<file path="config.mk">
export PLATFORM = sky130hd
export DESIGN_NAME = relative_branch_bit_ops
export DESIGN_NICKNAME = d
export VERILOG_FILES = /design/src/inc/branch_bit_pkg.sv /design/src/inc/decode_if.sv /design/src/rtl/relative_branch_bit_ops.sv /design/src/rtl/instr_field_decoder.sv
export SDC_FILE = /design/constraint.sdc
export NUM_CORES = 1
export LEC_CHECK = 0
export BUFFER_PORTS_ARGS = -buffer_cell sky130_fd_sc_hd__buf_2
export CAP_MARGIN = 20
export CORE_ASPECT_RATIO = 0.75
export CORE_MARGIN = 4
export CORE_UTILIZATION = 45
export DETAILED_ROUTE_END_ITERATION = 6
export PLACE_DENSITY = 0.69
export SETUP_SLACK_MARGIN = 0.05
export SLEW_MARGIN = 20
export SYNTH_ARGS = -nofsm -noshare
export SYNTH_HDL_FRONTEND = slang
export SYNTH_SLANG_ARGS = --single-unit
</file>
<file path="constraint.sdc">
create_clock -name clock -period 3.4 [get_ports clock]
set_input_delay 0.34 -clock clock [delete_from_list [all_inputs] [get_ports clock]]
set_output_delay 0.34 -clock clock [all_outputs]
set_load 0.1 [all_outputs]
</file>
<file path="src/inc/branch_bit_pkg.sv">
// Package of opcode fields, widths and constants for the branch and bit-op decoder
package branch_bit_pkg;
    localparam int PC_WIDTH = 21;
    localparam int INSTR_WIDTH = 16;
    localparam int DATA_WIDTH = 8;
    localparam int FILE_ADDR_WIDTH = 8;
    localparam int BIT_IDX_WIDTH = 3;
    localparam int JUMP_OFFSET_WIDTH = 11;
    localparam int COND_OFFSET_WIDTH = 8;
    // Field positions inside the instruction word
    localparam int OPC_HI_POS = 12;
    localparam int BIT_IDX_POS = 9;
    localparam int ACCESS_SEL_POS = 8;
    localparam int JUMP_SEL_POS = 11;
    // Opcode patterns
    localparam logic [3:0] OPC_JUMP = 4'hd;
    localparam logic [7:0] OPC_COND_JUMP = 8'he1;
    localparam logic [3:0] OPC_SET_BIT = 4'h8;
    localparam logic [3:0] OPC_SKIP_CLEAR = 4'hb;
    localparam logic [3:0] OPC_SKIP_SET = 4'ha;
    // Branch base advance, in bytes, for a one-word instruction
    localparam logic [PC_WIDTH-1:0] PC_STEP = 21'h000002;
    localparam logic [PC_WIDTH-1:0] PC_RESET = 21'h000000;
    localparam int PHASE_COUNT = 4;
    localparam logic [1:0] PHASE_RESET = 2'h0;

    typedef enum logic [2:0] {
        OP_NONE,
        OP_JUMP,
        OP_COND_JUMP,
        OP_SET_BIT,
        OP_SKIP_CLEAR,
        OP_SKIP_SET
    } op_kind_t;
endpackage

</file>
<file path="src/inc/decode_if.sv">
// Interface carrying the decoded instruction fields from decoder to executor
interface decode_if;
    import branch_bit_pkg::*;
    op_kind_t kind;
    logic [20:0] rel_offset;
    logic [2:0] bit_idx;
    logic access_sel;
    logic [7:0] file_addr;
    logic [15:0] instr;
    modport src (input instr, output kind, rel_offset, bit_idx, access_sel, file_addr);
    modport dst (output instr, input kind, rel_offset, bit_idx, access_sel, file_addr);
endinterface

</file>
<file path="src/rtl/relative_branch_bit_ops.sv">
// Executor for relative branches, bit set and bit-test-skip instructions
//
// Summary of operation
// - The unconditional jump adds twice its signed 11-bit offset to the program counter.
// - The unconditional jump is opcode 1101 then 0, with an 11-bit offset -1024..1023.
// - The target is the current address plus 2 plus twice the offset.
// - The unconditional jump takes two cycles, the second an idle refill cycle.
// - The zero-clear jump redirects in two cycles when zero is 0, else falls through in one.
// - Skip-when-clear is opcode 1011, bit index, access bit and 8-bit register address.
// - A true skip discards the prefetched instruction and runs an idle cycle instead.
module relative_branch_bit_ops
    import branch_bit_pkg::*;
(
    input wire logic clock, // Core clock, four phases per instruction cycle
    input wire logic sys_rst, // Synchronous reset, active high
    input wire logic [15:0] instr_word, // Fetched instruction word
    input wire logic instr_valid, // Instruction word present for this cycle
    input wire logic zero_flag, // Status zero flag
    input wire logic [7:0] file_rd_data, // Data read from the addressed register
    output logic [20:0] program_counter, // Address of the instruction being executed
    output logic [7:0] file_addr, // Register address for read and write
    output logic file_access_sel, // Access bank select bit of the instruction
    output logic [7:0] file_wr_data, // Data written back
    output logic file_wr_en, // Write strobe, one pulse in phase 0 of the next cycle
    output logic idle_cycle, // Current instruction cycle executes as no operation
    output logic [1:0] phase, // Current phase, 0 to 3
    output logic instr_taken // Pulse in phase 0 of the cycle after each cycle that consumes the word
);
    ////////////////////////////////////////////////////////////////////////
    decode_if dec ();
    assign dec.instr = instr_word;

    instr_field_decoder u_decoder (
        .dec(dec)
    );

    ////////////////////////////////////////////////////////////////////////
    logic [1:0] phase_reg, phase_next;
    logic [20:0] pc_reg, pc_next;
    logic idle_reg, idle_next;
    logic [7:0] addr_reg, addr_next;
    logic acc_reg, acc_next;
    logic [7:0] wdata_reg, wdata_next;
    logic wen_reg, wen_next;
    logic taken_reg, taken_next;
    op_kind_t kind_reg, kind_next;
    logic [2:0] bit_reg, bit_next;
    logic [20:0] off_reg, off_next;
    logic hold_reg, hold_next;

    ////////////////////////////////////////////////////////////////////////
    // Target of a relative branch: the current counter plus the step plus the offset
    function automatic logic [20:0] branch_target(input logic [20:0] base,
        input logic [20:0] offset);
        return base + PC_STEP + offset;
    endfunction

    // True when a bit test must drop the prefetched word
    function automatic logic skip_hit(input op_kind_t kind, input logic [7:0] data,
        input logic [2:0] idx);
        logic bit_val;
        bit_val = data[idx];
        return (kind == OP_SKIP_CLEAR) ? !bit_val : bit_val;
    endfunction

    ////////////////////////////////////////////////////////////////////////
    // Phase 0 decodes, 1 reads, 2 processes, 3 writes
    // Free-running: every instruction cycle is exactly four clocks
    always_comb begin
        phase_next = phase_reg + 2'h1;
    end

    always_ff @(posedge clock) begin
        if (sys_rst) begin
            phase_reg <= PHASE_RESET;
        end else begin
            phase_reg <= phase_next;
        end
    end

    ////////////////////////////////////////////////////////////////////////
    // The fields are latched so the operation stays put even if the fetch
    // word changes mid-cycle
    always_comb begin
        kind_next = kind_reg;
        bit_next = bit_reg;
        off_next = off_reg;
        addr_next = addr_reg;
        acc_next = acc_reg;
        if (phase_reg == 2'h0) begin
            if (idle_reg || !instr_valid) begin
                // A word offered in an idle cycle is dropped without any indication
                kind_next = OP_NONE;
            end else begin
                kind_next = dec.kind;
                bit_next = dec.bit_idx;
                off_next = dec.rel_offset;
                // Bank and indexed addressing are left to the register file side
                addr_next = dec.file_addr;
                acc_next = dec.access_sel;
            end
        end
    end

    always_ff @(posedge clock) begin
        if (sys_rst) begin
            kind_reg <= OP_NONE;
            bit_reg <= 3'h0;
            off_reg <= '0;
            addr_reg <= 8'h00;
            acc_reg <= 1'b0;
        end else begin
            kind_reg <= kind_next;
            bit_reg <= bit_next;
            off_reg <= off_next;
            addr_reg <= addr_next;
            acc_reg <= acc_next;
        end
    end

    ////////////////////////////////////////////////////////////////////////
    // Read data is captured once and then modified in place, so the write
    // back needs no second read port
    always_comb begin
        wdata_next = wdata_reg;
        wen_next = 1'b0;
        case (phase_reg)
            2'h1: begin
                wdata_next = file_rd_data;
            end
            2'h2: begin
                if (kind_reg == OP_SET_BIT) begin
                    wdata_next = wdata_reg | (8'h01 << bit_reg);
                end
            end
            2'h3: begin
                // The strobe stands during phase 0 of the next cycle only
                wen_next = (kind_reg == OP_SET_BIT);
            end
            default: begin
                wen_next = 1'b0;
            end
        endcase
    end

    always_ff @(posedge clock) begin
        if (sys_rst) begin
            wdata_reg <= 8'h00;
            wen_reg <= 1'b0;
        end else begin
            wdata_reg <= wdata_next;
            wen_reg <= wen_next;
        end
    end

    ////////////////////////////////////////////////////////////////////////
    // Program counter and idle-cycle control, all settled at the phase 3 edge
    // Offsets arrive already doubled and sign-extended from the decoder
    always_comb begin
        pc_next = pc_reg;
        idle_next = idle_reg;
        hold_next = hold_reg;
        taken_next = 1'b0;
        if (phase_reg == 2'h3) begin
            // Tells the fetch side that the word was consumed
            taken_next = !idle_reg && instr_valid;
            pc_next = pc_reg + PC_STEP;
            idle_next = 1'b0;
            hold_next = 1'b0;
            case (kind_reg)
                OP_JUMP: begin
                    pc_next = branch_target(pc_reg, off_reg);
                    idle_next = 1'b1;
                    hold_next = 1'b1;
                end
                OP_COND_JUMP: begin
                    if (!zero_flag) begin
                        pc_next = branch_target(pc_reg, off_reg);
                        idle_next = 1'b1;
                        hold_next = 1'b1;
                    end
                end
                OP_SKIP_CLEAR, OP_SKIP_SET: begin
                    // Skipping a two-word instruction is not handled: every word is one
                    idle_next = skip_hit(kind_reg, wdata_reg, bit_reg);
                end
                default: begin
                    idle_next = 1'b0;
                end
            endcase
            // A branch already points at its target, so its idle cycle holds the
            // counter; the idle cycle of a skip steps over the dropped word.
            if (idle_reg && hold_reg) begin
                pc_next = pc_reg;
            end
        end
    end

    always_ff @(posedge clock) begin
        if (sys_rst) begin
            pc_reg <= PC_RESET;
            idle_reg <= 1'b0;
            hold_reg <= 1'b0;
            taken_reg <= 1'b0;
        end else begin
            pc_reg <= pc_next;
            idle_reg <= idle_next;
            hold_reg <= hold_next;
            taken_reg <= taken_next;
        end
    end

    ////////////////////////////////////////////////////////////////////////
    assign program_counter = pc_reg;
    assign file_addr = addr_reg;
    assign file_access_sel = acc_reg;
    assign file_wr_data = wdata_reg;
    assign file_wr_en = wen_reg;
    assign idle_cycle = idle_reg;
    assign phase = phase_reg;
    assign instr_taken = taken_reg;
endmodule

</file>
<file path="src/rtl/instr_field_decoder.sv">
// Combinational opcode decoder for the branch and bit-op instructions
module instr_field_decoder
    import branch_bit_pkg::*;
(
    decode_if.src dec // Instruction in, decoded fields out
);
    // Sign-extend an offset field and double it
    function automatic logic [PC_WIDTH-1:0] scaled_offset(input logic [10:0] raw, input int bits);
        logic [PC_WIDTH-1:0] ext;
        ext = '0;
        for (int i = 0; i < PC_WIDTH; i++) begin
            ext[i] = raw[(i < bits) ? i : bits - 1];
        end
        return {ext[PC_WIDTH-2:0], 1'b0};
    endfunction

    always_comb begin
        dec.kind = OP_NONE;
        dec.rel_offset = '0;
        dec.bit_idx = dec.instr[BIT_IDX_POS +: BIT_IDX_WIDTH];
        dec.access_sel = dec.instr[ACCESS_SEL_POS];
        dec.file_addr = dec.instr[FILE_ADDR_WIDTH-1:0];
        if (dec.instr[15:OPC_HI_POS] == OPC_JUMP && !dec.instr[JUMP_SEL_POS]) begin
            dec.kind = OP_JUMP;
            dec.rel_offset = scaled_offset(dec.instr[10:0], JUMP_OFFSET_WIDTH);
        end else if (dec.instr[15:8] == OPC_COND_JUMP) begin
            dec.kind = OP_COND_JUMP;
            dec.rel_offset = scaled_offset({3'h0, dec.instr[7:0]}, COND_OFFSET_WIDTH);
        end else if (dec.instr[15:OPC_HI_POS] == OPC_SET_BIT) begin
            dec.kind = OP_SET_BIT;
        end else if (dec.instr[15:OPC_HI_POS] == OPC_SKIP_CLEAR) begin
            dec.kind = OP_SKIP_CLEAR;
        end else if (dec.instr[15:OPC_HI_POS] == OPC_SKIP_SET) begin
            dec.kind = OP_SKIP_SET;
        end
    end
endmodule

</file>
==> out/results.tsv <==
stage	metric	value	unit
outcome	outcome	complete, no violations	
floorplan	die area	0.0104	mm^2
yosys	Mapped Nets	567	
place	gp weighted congestion	0.852	
setup_path	critical path, cell by cell	ha_4, nand3_4, nor3_4, and3_4, nand2_4, xnor2_1, ha_1, a21oi_2, buf_4, a21boi_4, a21boi_2, o211ai_2, a21o_1, a21oi_2, mux2i_1, mux2_1	
clock_network	Clk pin slew, worst setup/hold paths	50	ps
setup_path	Critical Path Max Stage Delay	360	ps
floorplan	Die X	116	um
yosys	Post-Synth Simple-Gate Area	23.7	%
place	dpl cells	675	
yosys	main combinational cell family by area after synthesis	simple AND/OR/NAND/NOR gates	
setup_path	critical path required time	3620	ps
yosys	yosys warns	0	
cells_and_area	max reg flops	20	
drt	drt drc	0	
clock_network	CTS tree	yes	
yosys	post-synthesis instance total	512	
grt	antenna violations before repair	0	
setup_path	CP startpoint kind	register	
power	leakage power	2.21	nW
cells_and_area	share of post-route cells with drive strength above 1	29.2	%
sta	Final Skew	7.73	ps
power	Final Power	2.15	mW
setup_path	crit-path most repeated cell	a21oi_2	
yosys	EDFF count, synth	0	
grt	pin count of the biggest net entering global routing	35	
drt	total number of vias	3880	
yosys	Post-Synth XOR/XNOR Area	7.29	%
yosys	post-synth top area cell	dfxtp_1	
sta	Final Cycle Share	96.4	%
yosys	post-synthesis async set-or-reset flop share	0	%
clock_network	Num CTS Buffers	9	
yosys	#FFs+latches synth	60	
worst_hold_path	min-delay worst type	in -> reg	
yosys	post-synthesis mux area share	2.18	%
setup_path	CP Capture Type	register	
grt	vias in the first global route	3606	
clock_network	clk sink count	60	
cells_and_area	ANT cells	0	
grt	first-pass GRT wire length	17100	um
drt	First-pass DRT Iterations	4	
sta	final setup fails	0	
cells_and_area	Layout Nets	649	
sta	WHS	259	ps
yosys	Adder-Cell Fraction of Synth Area	8.71	%
clock_network	# H-tree levels	3	
place	placed instance area	0.00450	mm^2
setup_path	CP arrival	3500	ps
clock_network	CTS Buffer Depth	2	
sta	RSZ-0062 raised after global routing	true	
drt	Final Routed Wirelength	10800	um
cells_and_area	design area	0.00504	mm^2
sta	min Tclk post-route	3280	ps
cells_and_area	Layout area overhead	27.2	%
yosys	synthesized area	0.00396	mm^2
yosys	compound-gate portion of the synthesized area	22.4	%
sta	Max-slew headroom	43.2	%
setup_path	Setup CP Type	reg -> reg	
floorplan	row count	29	
drt	Vias per Instance	5.49	
sta	Final Max Tran Viols	0	
setup_path	CP max-delay cell	dfxtp_4	
setup_path	Max FO, Critical Path	4	
floorplan	Starting Density	46.5	%
drt	drt wl/cell	15.3	um
yosys	synth unique cells	58	
grt	GRT Residual Overflow	0	
yosys	share of the synthesized area in the top cell type	30.3	%
cells_and_area	commonest cells after routing, fill and taps aside	nand2_1 (79), buf_2 (69), a21oi_1 (48)	
sta	worst slew pin tran	841	ps
flow_run	number of max-cap violations	0	
sta	Fmax	0.305	GHz
grt	Tot GR Track Use	20.9	%
clock_network	Skew-Pair Late Insertion Delay	340	ps
cells_and_area	leading cell type in the layout, fill and taps excluded	nand2_1	
place	HPWL after DPL	7830	um
cells_and_area	final std cells w/o fill	707	
drt	Starting DRT DRC Count	278	
floorplan	IO Pins	71	
yosys	post-synthesis sequential area ratio	30.3	%
power	pwr dens	426	mW/mm^2
power	Peak VDD IR	0.365	mV
clock_network	CTS root buffer	clkbuf_16	
yosys	Synth area leaders	dfxtp_1 (30%), ha_1 (8.2%), nand2_1 (7.9%)	
sta	Fin. Hold Viols	0	
floorplan	core footprint	0.00853	mm^2
drt	post-route ant nets	0	
yosys	Synth Area per Inst	7.74	um^2
yosys	Synth Flop Type	dfxtp_1	
place	Port Buf Inserts	69	
floorplan	Chip Height	89.3	um
[cell usage after synthesis, drive strengths merged, types with 5 or more instances]
cell and n:
nand2 83, dfxtp 60, a21oi 53, nor2 46, o21ai 29, ha 26
clkbuf 24, nand3 20, xnor2 20, nor3 19, inv 15, xor2 13
a21o 10, and3 10, a311oi 6, a31oi 6, a211oi 5, o211ai 5
[routing by layer]
metal	GRT usage [%]	part of all wire (%)	vias up
li1	-	-	1968
met3	6.16	5.3	10
met1	28.1	47	1807
met2	32.3	47	95
met5	0	0	-
met4	6.64	1.1	0
[where the power goes]
group          switching, mW  total, mW  leakage (nW)  internal [mW]
clock network          0.336      0.934         0.154          0.598
logic                  0.333      0.452          1.56          0.119
registers             0.0340      0.763         0.498          0.729
total                  0.703       2.15          2.21           1.45
[layout make-up]
cell class,count,area (um^2)
clock inverter,2,13.8
timing repair buffer,99,574
multi-input combinational,409,2730
inverter,15,56.3
tap,108,135
sequential,60,1240
fill,756,3480
clock buffer,14,295
[critical path, delay by kind of cell, from the launching register on]
kind / cells / cell delay [ps]
simple gates: 4 / 620
mux: 2 / 540
compound gates: 6 / 820
buf+inv: 1 / 160
fa+ha+maj: 2 / 500
flops: 1 / 360
xor+xnor: 1 / 130
[path summary, 6_finish.rpt]
path,to,slack (ps),cells after the start,start
setup / recovery,program_counter[20]$_SDFFE_PP0P_,120,16,program_counter[1]$_SDFFE_PP0P_
hold / removal,file_addr[4]$_SDFFE_PP0P_,260,3,instr_word[4]
setup reg to reg,program_counter[20]$_SDFFE_PP0P_,120,16,program_counter[1]$_SDFFE_PP0P_
hold reg to reg,off_reg[5]$_SDFFE_PP0P_,460,2,off_reg[5]$_SDFFE_PP0P_
[kinds of logic (layout without fill, tap and decap cells)]
family | count (synthesis) | count (layout)
adders and majority gates | 27 | 27
buffers and inverters | 43 | 130
AOI/OAI and AO/OA | 137 | 137
xor gates and xnor gates | 33 | 33
other | 1 | 1
and+or+nand+nor | 205 | 205
muxes | 6 | 6
DFF | 60 | 60
[what timing repair did]
| item | in CTS | in global routing |
|---|---|---|
| pin swaps | 6 | 17 |
| endpoints found under the hold margin | 0 | 0 |
| hold buffers | 0 | 0 |
| gates resized for setup | 3 | 20 |
| buffers inserted | 2 | 14 |
| setup endpoints to repair | 1 | 5 |
[per-stage QoR]
step | TNS [ps] | util (%) | worst slack (ps)
CTS | 0 | 56.7 | 57.4
finish | 0 | 59.1 | 123
floorplan | -45.0 | - | -45.0
global placement | 0 | 52.8 | 103
detailed placement | -28.6 | 52.8 | -28.6
global route | 0 | 59.1 | 1.23
No activity file was read; power rests on OpenSTA's default activity.
